<file path="src/hdl/tsd_pkg.sv">
package tsd_pkg;
	// Clock and reference rates
	localparam int CLK_HZ   = 40_000_000;
	localparam int REF_HZ   = 10_000_000;
	localparam int REF_DIV  = CLK_HZ / REF_HZ;
	// Times in their own units, counts in 10 MHz ticks
	localparam int PULSE_MS = 15;
	localparam int PULSE_TK = REF_HZ / 1000 * PULSE_MS;
	localparam int HOLD_S   = 3;
	localparam int HOLD_TK  = REF_HZ * HOLD_S;
	localparam int DEB_MS   = 10;
	localparam int DEB_TK   = REF_HZ / 1000 * DEB_MS;
	localparam int SCAN_US  = 1000;
	localparam int SCAN_TK  = REF_HZ / 1_000_000 * SCAN_US;
	localparam int GATE_TK  = REF_HZ;
	// Register map, byte addresses
	localparam int          ADDR_W   = 5;
	localparam logic [4:0]  A_CTRL   = 5'h00;
	localparam logic [4:0]  A_STATUS = 5'h04;
	localparam logic [4:0]  A_VALUE  = 5'h08;
	localparam logic [4:0]  A_TOD    = 5'h0c;
	localparam logic [4:0]  A_SHIFT  = 5'h10;
	localparam logic [5:0]  CTRL_RST = 6'h00;
	localparam logic [23:0] TOD_RST  = 24'h000000;
	localparam logic [3:0]  BLANK_D  = 4'hf;

	typedef enum logic [1:0] {FN_TIME, FN_DT, FN_DF, FN_BLANK} fn_e;

	// Panel switches held in the control register
	typedef struct packed {
		logic       frequency_lock_loop_switch;
		logic       set_time;
		logic [1:0] gate;
		logic       rate_10hz;
		logic       outside_reference_select;
	} ctrl_s;

	typedef struct packed {
		logic next;
		logic minus;
		logic plus;
		logic sync;
		logic start;
	} buttons_s;

	typedef struct packed {
		logic green;
		logic red;
		logic tune_plus;
		logic tune_minus;
		logic fn_t;
		logic fn_dt;
		logic fn_df;
		logic scale_flash;
	} indicator_lamp_s;

	typedef struct packed {
		logic [17:0]     s1;
		logic [17:0]     s2;
		logic            ext_prev;
		logic [1:0]      ph;
		logic [27:0]     main;
		logic [27:0]     latched;
		logic [27:0]     shift;
		logic [23:0]     tod;
		fn_e             fn;
		logic [2:0]      pos;
		logic [1:0]      tpos;
		logic            armed;
		logic            combo_done;
		logic [6:0]      gate_n;
		logic [31:0]     gt_cnt;
		logic [31:0]     deb_cnt;
		logic [31:0]     combo_cnt;
		logic [31:0]     scan_cnt;
		logic [31:0]     ap_cnt;
		logic [4:0]      samp;
		logic [4:0]      stable;
		logic [2:0]      scan;
		logic [3:0]      fcode;
		ctrl_s           ctrl;
		logic [6:0]      seg;
		logic [6:0]      dsel;
		logic [6:0]      fseg;
		indicator_lamp_s lamp;
		logic            aout;
		logic [31:0]     rdata;
	} st_s;
endpackage

</file>
<file path="src/hdl/time_scale_display_control.sv">
// What this block does
// [RL1] Display latched count, or time in clock
// [RL2] Show one multiplexed BCD digit at once
// [RL3] Decode each digit to seven segments
// [RL4] Emit 15 ms pulses at 1 or 10 Hz
// [RL5] Retime pulses to 10 MHz reference ticks
// [RL6] Internal interval shows auxiliary scale delay
// [RL7] Diagnose ten faults, assume one at most
// [RL8] Fault: red on, green off, show number
// [RL9] Locked and healthy: green on, red off
// [RL10] Tune lamps beyond half volt threshold
// [RL11] Blanked display: scale lamps flash 1/10 Hz
// [RL12] Offset shown in ten's complement form
// [RL13] Gate times of 1, 10, 100 s
// [RL14] Start steps blinking digit, correction alters
// [RL15] Operator enters positive shift as complement
// [RL16] Start+Sync held, released: shift applied, zero
// [RL17] External sync zeroes divider on pulse
// [RL18] External interval shows difference, 0.1 us
// [RL19] Set mode edits time, count resumes
// [RL20] Time rolls 23:59:59 to 00:00:00
// [RL21] Latched value counts ticks since scale
// [RL22] Scan seven digits in equal slots
// [RL23] Debounce buttons, one action per press
module time_scale_display_control #(
	parameter int PULSE_TICKS = tsd_pkg::PULSE_TK,
	parameter int HOLD_TICKS  = tsd_pkg::HOLD_TK,
	parameter int DEB_TICKS   = tsd_pkg::DEB_TK,
	parameter int SCAN_TICKS  = tsd_pkg::SCAN_TK,
	parameter int GATE_TICKS  = tsd_pkg::GATE_TK
) (
	input  wire logic                        i_clk,
	input  wire logic                        i_rstn,
	input  wire tsd_pkg::buttons_s           i_buttons,
	input  wire logic                        i_ext_pulse,
	input  wire logic                        i_tune_pos,
	input  wire logic                        i_tune_neg,
	input  wire logic [9:0]                  i_fault,
	input  wire logic [tsd_pkg::ADDR_W-1:0]  i_addr,
	input  wire logic [31:0]                 i_wdata,
	input  wire logic                        i_wr,
	input  wire logic                        i_rd,
	output logic [31:0]                      o_rdata,
	output logic [6:0]                       o_segments,
	output logic [6:0]                       o_digit_sel,
	output logic [6:0]                       o_fault_segments,
	output tsd_pkg::indicator_lamp_s         o_lamps,
	output logic                             o_aux_pulse
);
	// Counts below one would stall the dividers
	if (PULSE_TICKS < 1 || HOLD_TICKS < 1 || DEB_TICKS < 1 || SCAN_TICKS < 1
		|| GATE_TICKS < 1) begin : bad_counts
		$error("time_scale_display_control: counts must be positive");
	end

	function automatic logic [27:0] bcd_inc(input logic [27:0] v);
		logic [27:0] r;
		logic        c;
		r = v;
		c = 1'b1;
		for (int i = 0; i < 7; i++) begin
			if (c) begin
				if (r[4*i+:4] == 4'h9) begin
					r[4*i+:4] = 4'h0;
				end else begin
					r[4*i+:4] = r[4*i+:4] + 4'h1;
					c = 1'b0;
				end
			end
		end
		return r;
	endfunction

	// Step one BCD digit or pair up or down, wrapping at mx
	function automatic logic [7:0] bcd_step(input logic [7:0] p, input logic [7:0] mx,
		input logic up);
		logic [7:0] r;
		r = p;
		if (up) begin
			if (p == mx) r = 8'h00;
			else if (p[3:0] == 4'h9) r = {p[7:4] + 4'h1, 4'h0};
			else r = p + 8'h01;
		end else begin
			if (p == 8'h00) r = mx;
			else if (p[3:0] == 4'h0) r = {p[7:4] - 4'h1, 4'h9};
			else r = p - 8'h01;
		end
		return r;
	endfunction

	// Segments g..a, blank for codes above nine
	function automatic logic [6:0] seg7(input logic [3:0] d);
		case (d)
			4'h0: seg7 = 7'h3f;
			4'h1: seg7 = 7'h06;
			4'h2: seg7 = 7'h5b;
			4'h3: seg7 = 7'h4f;
			4'h4: seg7 = 7'h66;
			4'h5: seg7 = 7'h6d;
			4'h6: seg7 = 7'h7d;
			4'h7: seg7 = 7'h07;
			4'h8: seg7 = 7'h7f;
			4'h9: seg7 = 7'h6f;
			default: seg7 = 7'h00;
		endcase
	endfunction

	tsd_pkg::st_s     s;
	tsd_pkg::st_s     next_s;
	tsd_pkg::buttons_s btn;
	tsd_pkg::buttons_s press;
	logic             tick;
	logic             mpulse;
	logic             ext_edge;
	logic             aux1;
	logic             aux_hit;
	logic             query;
	logic             gate_end;
	logic             set_mode;
	logic             blink;
	logic [6:0]       gate_lim;
	logic [27:0]      shown;
	logic [3:0]       digit;

	always_comb begin
		next_s = s;
		// Two-stage synchronisers for all panel inputs
		next_s.s1 = {i_buttons, i_ext_pulse, i_tune_pos, i_tune_neg, i_fault};
		next_s.s2 = s.s1;
		next_s.ext_prev = s.s2[12];
		ext_edge = s.s2[12] && !s.ext_prev;
		set_mode = s.ctrl.set_time && (s.fn == tsd_pkg::FN_TIME);

		// 10 MHz reference tick from the 40 MHz clock
		tick = (s.ph == 2'(tsd_pkg::REF_DIV - 1));
		next_s.ph = tick ? 2'h0 : s.ph + 2'h1;

		// Button debounce: two equal samples one slot apart
		press = '0;
		if (tick) begin
			if (s.deb_cnt >= 32'(DEB_TICKS - 1)) begin
				next_s.deb_cnt = '0;
				next_s.samp = s.s2[17:13];
				for (int i = 0; i < 5; i++) begin
					if (s.samp[i] == s.s2[13+i]) next_s.stable[i] = s.s2[13+i]; // RL23
				end
			end else begin
				next_s.deb_cnt = s.deb_cnt + 32'h1;
			end
		end
		btn = next_s.stable;
		press = next_s.stable & ~s.stable; // RL23

		// Main divider, and auxiliary scale from the shift
		// Main scale pulse is the divider wrapping back to zero
		mpulse = tick && (s.main == 28'h9999999) && (s.fn != tsd_pkg::FN_DF);
		aux1 = (s.main == s.shift);
		aux_hit = tick && (s.ctrl.rate_10hz ? (s.main[23:0] == s.shift[23:0]) : aux1);
		if (s.fn == tsd_pkg::FN_DF) begin
			if (ext_edge) next_s.main = bcd_inc(s.main);
		end else if (tick) begin
			next_s.main = bcd_inc(s.main);
		end

		// Interval query source and latch
		query = 1'b0;
		if (s.fn == tsd_pkg::FN_DT) begin
			query = s.ctrl.outside_reference_select ? ext_edge : (tick && aux1); // RL6 RL18
		end
		if (query) next_s.latched = s.main; // RL21

		// Offset gate: count beats, latch and restart at gate end
		case (s.ctrl.gate)
			2'h0: gate_lim = 7'd1;
			2'h1: gate_lim = 7'd10;
			default: gate_lim = 7'd100;
		endcase
		gate_end = 1'b0;
		if (s.fn == tsd_pkg::FN_DF && tick) begin
			if (s.gt_cnt >= 32'(GATE_TICKS - 1)) begin
				next_s.gt_cnt = '0;
				if (s.gate_n + 7'd1 >= gate_lim) begin // RL13
					next_s.gate_n = '0;
					gate_end = 1'b1;
				end else begin
					next_s.gate_n = s.gate_n + 7'd1;
				end
			end else begin
				next_s.gt_cnt = s.gt_cnt + 32'h1;
			end
		end else if (s.fn != tsd_pkg::FN_DF) begin
			next_s.gt_cnt = '0;
			next_s.gate_n = '0;
		end
		if (gate_end) begin
			next_s.latched = s.main; // RL12
			next_s.main = '0;
		end

		// Start+Sync held together, then released
		if (btn.start && btn.sync) begin
			if (tick && !s.combo_done) begin
				next_s.combo_cnt = s.combo_cnt + 32'h1;
				if (s.combo_cnt >= 32'(HOLD_TICKS - 1)) next_s.combo_done = 1'b1;
			end
		end else if (!btn.start && !btn.sync) begin
			next_s.combo_cnt = '0;
			next_s.combo_done = 1'b0;
			if (s.combo_done) next_s.armed = 1'b1; // RL16
		end
		if (s.armed && s.fn == tsd_pkg::FN_DT) begin
			if (s.ctrl.outside_reference_select && ext_edge) begin
				next_s.main = '0; // RL17
				next_s.armed = 1'b0;
			end else if (!s.ctrl.outside_reference_select && tick && aux1) begin
				next_s.main = '0; // RL16
				next_s.shift = '0;
				next_s.armed = 1'b0;
			end
		end else if (s.fn != tsd_pkg::FN_DT) begin
			next_s.armed = 1'b0;
		end

		// Function key cycles the display function
		if (press.next) next_s.fn = tsd_pkg::fn_e'(s.fn + 2'h1);

		// Start steps digit, correction edits it
		if (s.fn == tsd_pkg::FN_DT && !s.ctrl.outside_reference_select) begin
			if (press.start && !btn.sync) next_s.pos = (s.pos == 3'd6) ? 3'd0 : s.pos + 3'd1; // RL14
			if (press.plus || press.minus) begin
				next_s.shift[4*s.pos+:4] =
					4'(bcd_step({4'h0, s.shift[4*s.pos+:4]}, 8'h09, press.plus)); // RL14 RL15
			end
		end
		if (set_mode) begin
			if (press.start && !btn.sync) next_s.tpos = (s.tpos == 2'd2) ? 2'd0 : s.tpos + 2'd1; // RL19
			if (press.plus || press.minus) begin
				next_s.tod[8*s.tpos+:8] = bcd_step(s.tod[8*s.tpos+:8],
					(s.tpos == 2'd2) ? 8'h23 : 8'h59, press.plus); // RL19
			end
		end else if (mpulse) begin
			// Time of day counts on each main scale pulse
			next_s.tod[7:0] = bcd_step(s.tod[7:0], 8'h59, 1'b1); // RL20
			if (s.tod[7:0] == 8'h59) begin
				next_s.tod[15:8] = bcd_step(s.tod[15:8], 8'h59, 1'b1); // RL20
				if (s.tod[15:8] == 8'h59) next_s.tod[23:16] = bcd_step(s.tod[23:16], 8'h23, 1'b1);
			end
		end

		// Auxiliary output pulse, started and ended on ticks
		if (aux_hit && s.fn != tsd_pkg::FN_DF) begin
			next_s.ap_cnt = 32'(PULSE_TICKS); // RL4 RL5
		end else if (tick && s.ap_cnt != 32'h0) begin
			next_s.ap_cnt = s.ap_cnt - 32'h1;
		end
		next_s.aout = (next_s.ap_cnt != 32'h0);

		// Digit scan in equal slots
		if (tick) begin
			if (s.scan_cnt >= 32'(SCAN_TICKS - 1)) begin
				next_s.scan_cnt = '0;
				next_s.scan = (s.scan == 3'd6) ? 3'd0 : s.scan + 3'd1; // RL22
			end else begin
				next_s.scan_cnt = s.scan_cnt + 32'h1;
			end
		end

		// Digit selection and segment decode
		blink = s.main[24];
		shown = (s.fn == tsd_pkg::FN_TIME) ? {tsd_pkg::BLANK_D, s.tod} : s.latched; // RL1
		digit = shown[4*s.scan+:4]; // RL2
		if (blink && ((s.fn == tsd_pkg::FN_DT && !s.ctrl.outside_reference_select
			&& s.pos == s.scan) || (set_mode && s.scan[2:1] == s.tpos))) begin
			digit = tsd_pkg::BLANK_D; // RL14
		end
		next_s.seg = seg7(digit); // RL3
		next_s.dsel = (s.fn == tsd_pkg::FN_BLANK) ? 7'h00 : 7'(7'h01 << s.scan); // RL2

		// Fault number, lowest line wins
		next_s.fcode = 4'h0;
		for (int i = 9; i >= 0; i--) begin
			if (s.s2[i]) next_s.fcode = 4'(i + 1); // RL7
		end
		next_s.fseg = (s.fcode == 4'h0) ? 7'h00 : seg7((s.fcode == 4'ha) ? 4'h0 : s.fcode); // RL8
		next_s.lamp.red = (s.fcode != 4'h0); // RL8
		next_s.lamp.green = (s.fcode == 4'h0) && s.ctrl.frequency_lock_loop_switch; // RL9
		next_s.lamp.tune_plus = s.s2[11]; // RL10
		next_s.lamp.tune_minus = s.s2[10]; // RL10
		next_s.lamp.fn_t = (s.fn == tsd_pkg::FN_TIME);
		next_s.lamp.fn_dt = (s.fn == tsd_pkg::FN_DT);
		next_s.lamp.fn_df = (s.fn == tsd_pkg::FN_DF);
		next_s.lamp.scale_flash = (s.fn == tsd_pkg::FN_BLANK)
			&& (s.ctrl.rate_10hz ? (s.main[23:20] < 4'h5) : (s.main[27:24] < 4'h5)); // RL11

		// Register port
		if (i_wr && i_addr == tsd_pkg::A_CTRL) next_s.ctrl = i_wdata[5:0];
		next_s.rdata = '0;
		if (i_rd) begin
			case (i_addr)
				tsd_pkg::A_CTRL:   next_s.rdata = {26'h0, s.ctrl};
				tsd_pkg::A_STATUS: next_s.rdata = {17'h0, s.armed, s.fn, s.fcode, s.lamp};
				tsd_pkg::A_VALUE:  next_s.rdata = {4'h0, s.latched};
				tsd_pkg::A_TOD:    next_s.rdata = {8'h0, s.tod};
				tsd_pkg::A_SHIFT:  next_s.rdata = {4'h0, s.shift};
				default:           next_s.rdata = '0;
			endcase
		end
	end

	// State register
	always_ff @(posedge i_clk or negedge i_rstn) begin
		if (!i_rstn) begin
			s <= '0;
		end else begin
			s <= next_s;
		end
	end

	assign o_rdata = s.rdata;
	assign o_segments = s.seg;
	assign o_digit_sel = s.dsel;
	assign o_fault_segments = s.fseg;
	assign o_lamps = s.lamp;
	assign o_aux_pulse = s.aout;

	// Helper: length of the current output pulse in clocks
	logic [31:0] hi_run;
	always_ff @(posedge i_clk or negedge i_rstn) begin
		if (!i_rstn) begin
			hi_run <= '0;
		end else begin
			hi_run <= o_aux_pulse ? hi_run + 32'h1 : 32'h0;
		end
	end
endmodule

</file>
<file path="config.mk">
export PLATFORM = sky130hd
export DESIGN_NAME = time_scale_display_control
export DESIGN_NICKNAME = d
export VERILOG_FILES = /design/src/hdl/tsd_pkg.sv /design/src/hdl/time_scale_display_control.sv
export SDC_FILE = /design/constraint.sdc
export NUM_CORES = 1
export LEC_CHECK = 0
export BUFFER_PORTS_ARGS = -buffer_cell sky130_fd_sc_hd__buf_4
export CORE_AREA = 2 2 253 255
export DETAILED_ROUTE_END_ITERATION = 7
export DIE_AREA = 0 0 255 257
export SETUP_SLACK_MARGIN = 0.2
export SLEW_MARGIN = 20
export SYNTH_ARGS = -nofsm -noshare
export SYNTH_HDL_FRONTEND = slang
export SYNTH_SLANG_ARGS = --single-unit
</file>
<file path="constraint.sdc">
create_clock -name i_clk -period 3.9 [get_ports i_clk]
set_input_delay 0.585 -clock i_clk [delete_from_list [all_inputs] [get_ports i_clk]]
set_output_delay 0.585 -clock i_clk [all_outputs]
set_load 0.02 [all_outputs]
</file>
Word level (Yosys, flattened, before mapping):

Memories as Yosys holds them, arrays and structs flattened. A register that Yosys moved wholly into a read port is not among the register bits.
Cells that the tools add are included.

* memory bits (read-only): 224
* input port bits: 59
* register bits: 401
* memories: 2
* logic and storage cells: 352

Memory list
* (name not given): words 16, width 7, read ports 1, clocked after Yosys merged registers in 1, wr ports 0, RTL line time_scale_display_control.sv:93 `case (d)`
* (name not given): words 16, width 7, read ports 1, clocked after Yosys merged registers in 0, wr ports 0, RTL line time_scale_display_control.sv:93

* bitwise gates (word level): 2
* reductions and logical operators: 58
* order comparisons: 7
* $add $sub $neg: 32
* equality and inequality tests: 45
* shifts and indexed selects: 8
* multiplexer cells: 156

Operators by type and width (number)
* $mux 28: 14
* $mux 32: 8
* $mux 4: 36
* $pmux 28 s5: 1
* $add 32x1->32 const B: 4
* $mux 8: 14
* $mux 39: 2
* $mux 24: 3
* $neg 5->34: 2
* $reduce_bool 32->1: 2
* $mux 1: 61
* $mux 56: 1
* $shiftx 28x6->4: 2
* $eq 4x4->1 const B: 13
* $add 4x1->4 const B: 12
* $mux 7: 5
* $shift 4x34->28 const A: 1
* $shift 8x34->24 const A: 1
* $shiftx 4x34->28: 1
* $shiftx 8x34->24: 1
* $add 8x1->8 const B: 4
* $ge 32x14->1 const B: 1
* $ge 32x17->1 const B: 1
* $ge 32x24->1 const B: 1
* 49 further kinds: 117

Depth between registers and ports, before layout:

* depth in word-level cells: 26
* mapped depth: 18

Worst setup path before layout:

No wires, ideal clock.

* path kind: register -> register
* start point: reg s[181] in the netlist's numbering
* end point: reg s[177] in the netlist's numbering
* path slack: -0.115 ns
* cell stages (with the launch flop): 16
* period minus slack after synthesis: 4.015 ns
* path buffers: 0
* required time: 3.822 ns
* arrival: 3.936 ns
* setup time: 0.078 ns
* cell sequence: dfrtp_1 -> ha_1 -> and4_1 -> o311a_1 -> nor3_1 -> o21ai_0 -> o21ai_0 -> inv_1 -> ha_1 -> a2111oi_0 -> and2b_1 -> nand3b_1 -> nor2_1 -> nand2_1 -> or3_1 -> a21oi_1

RTL lines
* start, declared: RTL line time_scale_display_control.sv:108 `tsd_pkg::st_s s;`
* start signal, assigned: RTL line time_scale_display_control.sv:315 `s <= next_s;`

==> flow_metrics.py <==
metrics = {
    "yosys": {
        "synth_area_per_cell_sq_um": 9.49,
        "yosys.area_share.simple": 0.203,
        "syn_area_sq_um": 21700,
        "yosysSeqAreaShare": 0.466,
        "muxShareOfSynthArea": 0.0496,
        "ys.flop_type": "dfrtp_1",
        "ys_warn_count": 0,
        "synth_cell_types": 91,
        "synthCells": 2287,
        "synth_top_area_share": 0.466,
        "synth_commonest_cells": "dfrtp_1, nor2_1, nand2_1",
        "synth_top_family_by_area": "simple AND/OR/NAND/NOR gates",
        "synth-edff-count": 0,
        "synthArstFlopShare": 1.00,
        "synth-xor-area-share": 0.0509,
        "synth_compound_area_frac": 0.138,
        "yosys.area_share.adder": 0.0431,
        "synthTopCellsByArea": "dfrtp_1, nor2_1, ha_1",
        "yosys_register_bits": 404,
        "synth.most_common_cell": "dfrtp_1",
        "synth_top_cell_by_area": "dfrtp_1",
    },
    "floorplanning": {
        "num_io_pins": 121,
        "num_rows": 92,
        "core_area_sq_um": 62700,
        "fp.dieH_microns": 257,
        "initial_core_util": 0.346,
        "die_x_microns": 255,
        "die-area_sq_um": 65500,
    },
    "clocking": {
        "cts.clk_slew.worst_paths_ns": 0.06,
        "cts_tree": "built",
        "clock_tree.root_cell": "clkbuf_16",
        "cts_sinks": 404,
        "clkLatencyLatePin_ns": 0.60,
        "cts_hold_buf": 0,
        "htreeDepth": 2,
        "numCtsBuffers": 47,
        "cts_buffer_depth": 3,
    },
    "power": {
        "power_w": 0.00923,
        "p_leak_nw": 11.2,
        "power-per-cell-area_nw_per_um2": 369,
        "vdd_drop_max_v": 0.000278,
    },
    "global_route": {
        "grt-ovfl-total": 0,
        "grt_pass1_wl_mm": 93.5,
        "grt_max_degree": 101,
        "grt_pass1_vias": 17116,
        "grt_antenna_before_repair": 2,
        "grt_usage": 0.178,
    },
    "worst_setup_path": {
        "endpoint_kind": "register",
        "rr_startpoint": "s[211]",
        "crit_required_ns": 4.40,
        "r2r_end": "s[177]",
        "reg2reg_depth": 15,
        "critPathLaunch": "s[211]",
        "cp.arrival_ns": 3.99,
        "startpoint_type": "register",
        "critPathMaxFanout": 6,
        "path_class": "register to register",
        "crit_path_end": "s[177]",
        "r2r_slack_ns": 0.41,
    },
    "timing": {
        "fin_crit_ns": 3.49,
        "hold_ws_ns": 0.0634,
        "setup_viol": 0,
        "fmax_mhz": 287,
        "finalHoldViolCount": 0,
        "worstMarginPinSlew_ns": 0.954,
        "clock_skew_ns": 0.0381,
        "drv_slew": 0,
        "rsz0062_at_grt": "false",
        "fin_tns_setup_ns": 0,
        "fin_ws_ns": 0.410,
        "fin_crit_sh": 0.895,
        "relSlewSlack": 0.358,
    },
    "drt": {
        "vias": 17518,
        "wirelength_mm": 58.9,
        "drtIter0Drc": 1456,
        "ant_nets": 0,
        "routed_via_density": 5.41,
        "wl_per_cell_microns": 18.2,
        "drc": 0,
        "drt_first_pass_iters": 8,
    },
    "place": {
        "place_congestion": 0.943,
        "port_buffers": 90,
        "dp_hpwl_mm": 42.9,
        "dpl_worst_slack_ns": 0.0834,
    },
    "cells_and_area": {
        "syn_to_final_growth_pct": 15.5,
        "fillers": 6117,
        "seqCellArea_sq_um": 10100,
        "drive_gt1_frac": 0.148,
        "multi_input_area_sq_um": 10700,
        "diodes": 0,
        "fin_util": 0.399,
        "nets": 2485,
    },
    "job": {
        "cap_violations": 0,
    },
    "min_path": {
        "hold_path.class": "input port to async pin",
    },
    "outcome": {
        "status": "completed",
    },
}
[flip-flops by register name, indices dropped and copies added (netlist names)]
signal and count:
blink 1, o_aux_pulse 1, o_rdata 28, o_fault_segments 7
o_lamps 8, next_s 21, o_digit_sel 7, o_segments 7
s 324
[layout by cell type (no fill, tap or decap), types with 22 or more instances in the layout]
cell	instances
dfrtp_1	404
nor3_1	46
xor2_1	87
ha_1	71
inv_1	65
or3_1	29
a21oi_1	133
o21ai_0	163
nor2_1	246
nand2_1	206
mux2i_1	40
mux2_2	43
nand4_1	28
xnor2_1	39
nor4_1	39
clkbuf_16	47
and2_1	30
and3_1	26
nor2b_1	22
buf_4	159
o31ai_1	22
nand3_1	103
[worst max-delay path: stages, from the launching register on]
cell	delay, ns
dfrtp_1	0.42
nor4_2	0.39
a41oi_2	0.22
or3_4	0.45
a21o_1	0.18
nand2_1	0.05
nand2_1	0.08
inv_1	0.07
ha_2	0.32
a2111oi_4	0.23
and2b_2	0.21
nand3b_1	0.13
nor2_2	0.13
nand2_1	0.07
or3_1	0.31
a21oi_1	0.14
[power by group]
group / switching, W / internal (W) / leakage [nW] / total [W]
combinational: 0.000218 / 0.0000981 / 4.95 / 0.000316
sequential: 0.0000413 / 0.00424 / 5.39 / 0.00428
clock: 0.00184 / 0.00280 / 0.824 / 0.00464
[final cells by class]
class | count | area share
clock buffer | 65 | 0.0548
clock inverter | 22 | 0.0112
inverter | 66 | 0.00989
multi-input combinational | 1669 | 0.427
sequential | 404 | 0.403
tap | 846 | 0.0422
timing repair buffer | 164 | 0.0514
[logic make-up after synthesis]
family	Yosys count
DFF	404
buffers and inverters	217
other	1
adders and majority gates	75
muxes	92
xor gates and xnor gates	126
and+or+nand+nor	889
AOI/OAI and AO/OA	483
[routing by layer]
layer  vias to the layer above  global-route usage  share of wire
met3                       112              0.0319          0.061
met5                         -                   0              0
met1                      8644               0.237           0.43
met4                         0              0.0642          0.034
li1                       8230                   -              -
met2                       532               0.289           0.47
[worst min-delay path by stage]
stage,startpoint,end,slack [ns],cells after the start
final,i_rstn,s[276],0.06,1
after global routing,i_fault[2],next_s[374],0.07,1
after CTS,i_fault[2],next_s[374],0.06,1
after detailed placement,next_s[380],s[380],0.33,0
after global placement,next_s[382],next_s[37],0.33,0
after floorplan,i_rstn,blink,0.29,0
[through the flow]
| step | std cells | area [sq um] |
|---|---|---|
| after floorplan | 2290 | 21800 |
| after global placement | 3145 | 23300 |
| after detailed placement | 3145 | 23300 |
| after CTS | 3234 | 25000 |
| after global routing | 3236 | 25100 |
| final | 3236 | 25100 |
[timing repair]
action                     CTS  global route
pin swaps                    0             3
setup buffers                2             2
gates resized for setup      2            13
setup endpoints to repair    4            12
Power figures use the tool's default switching activity.
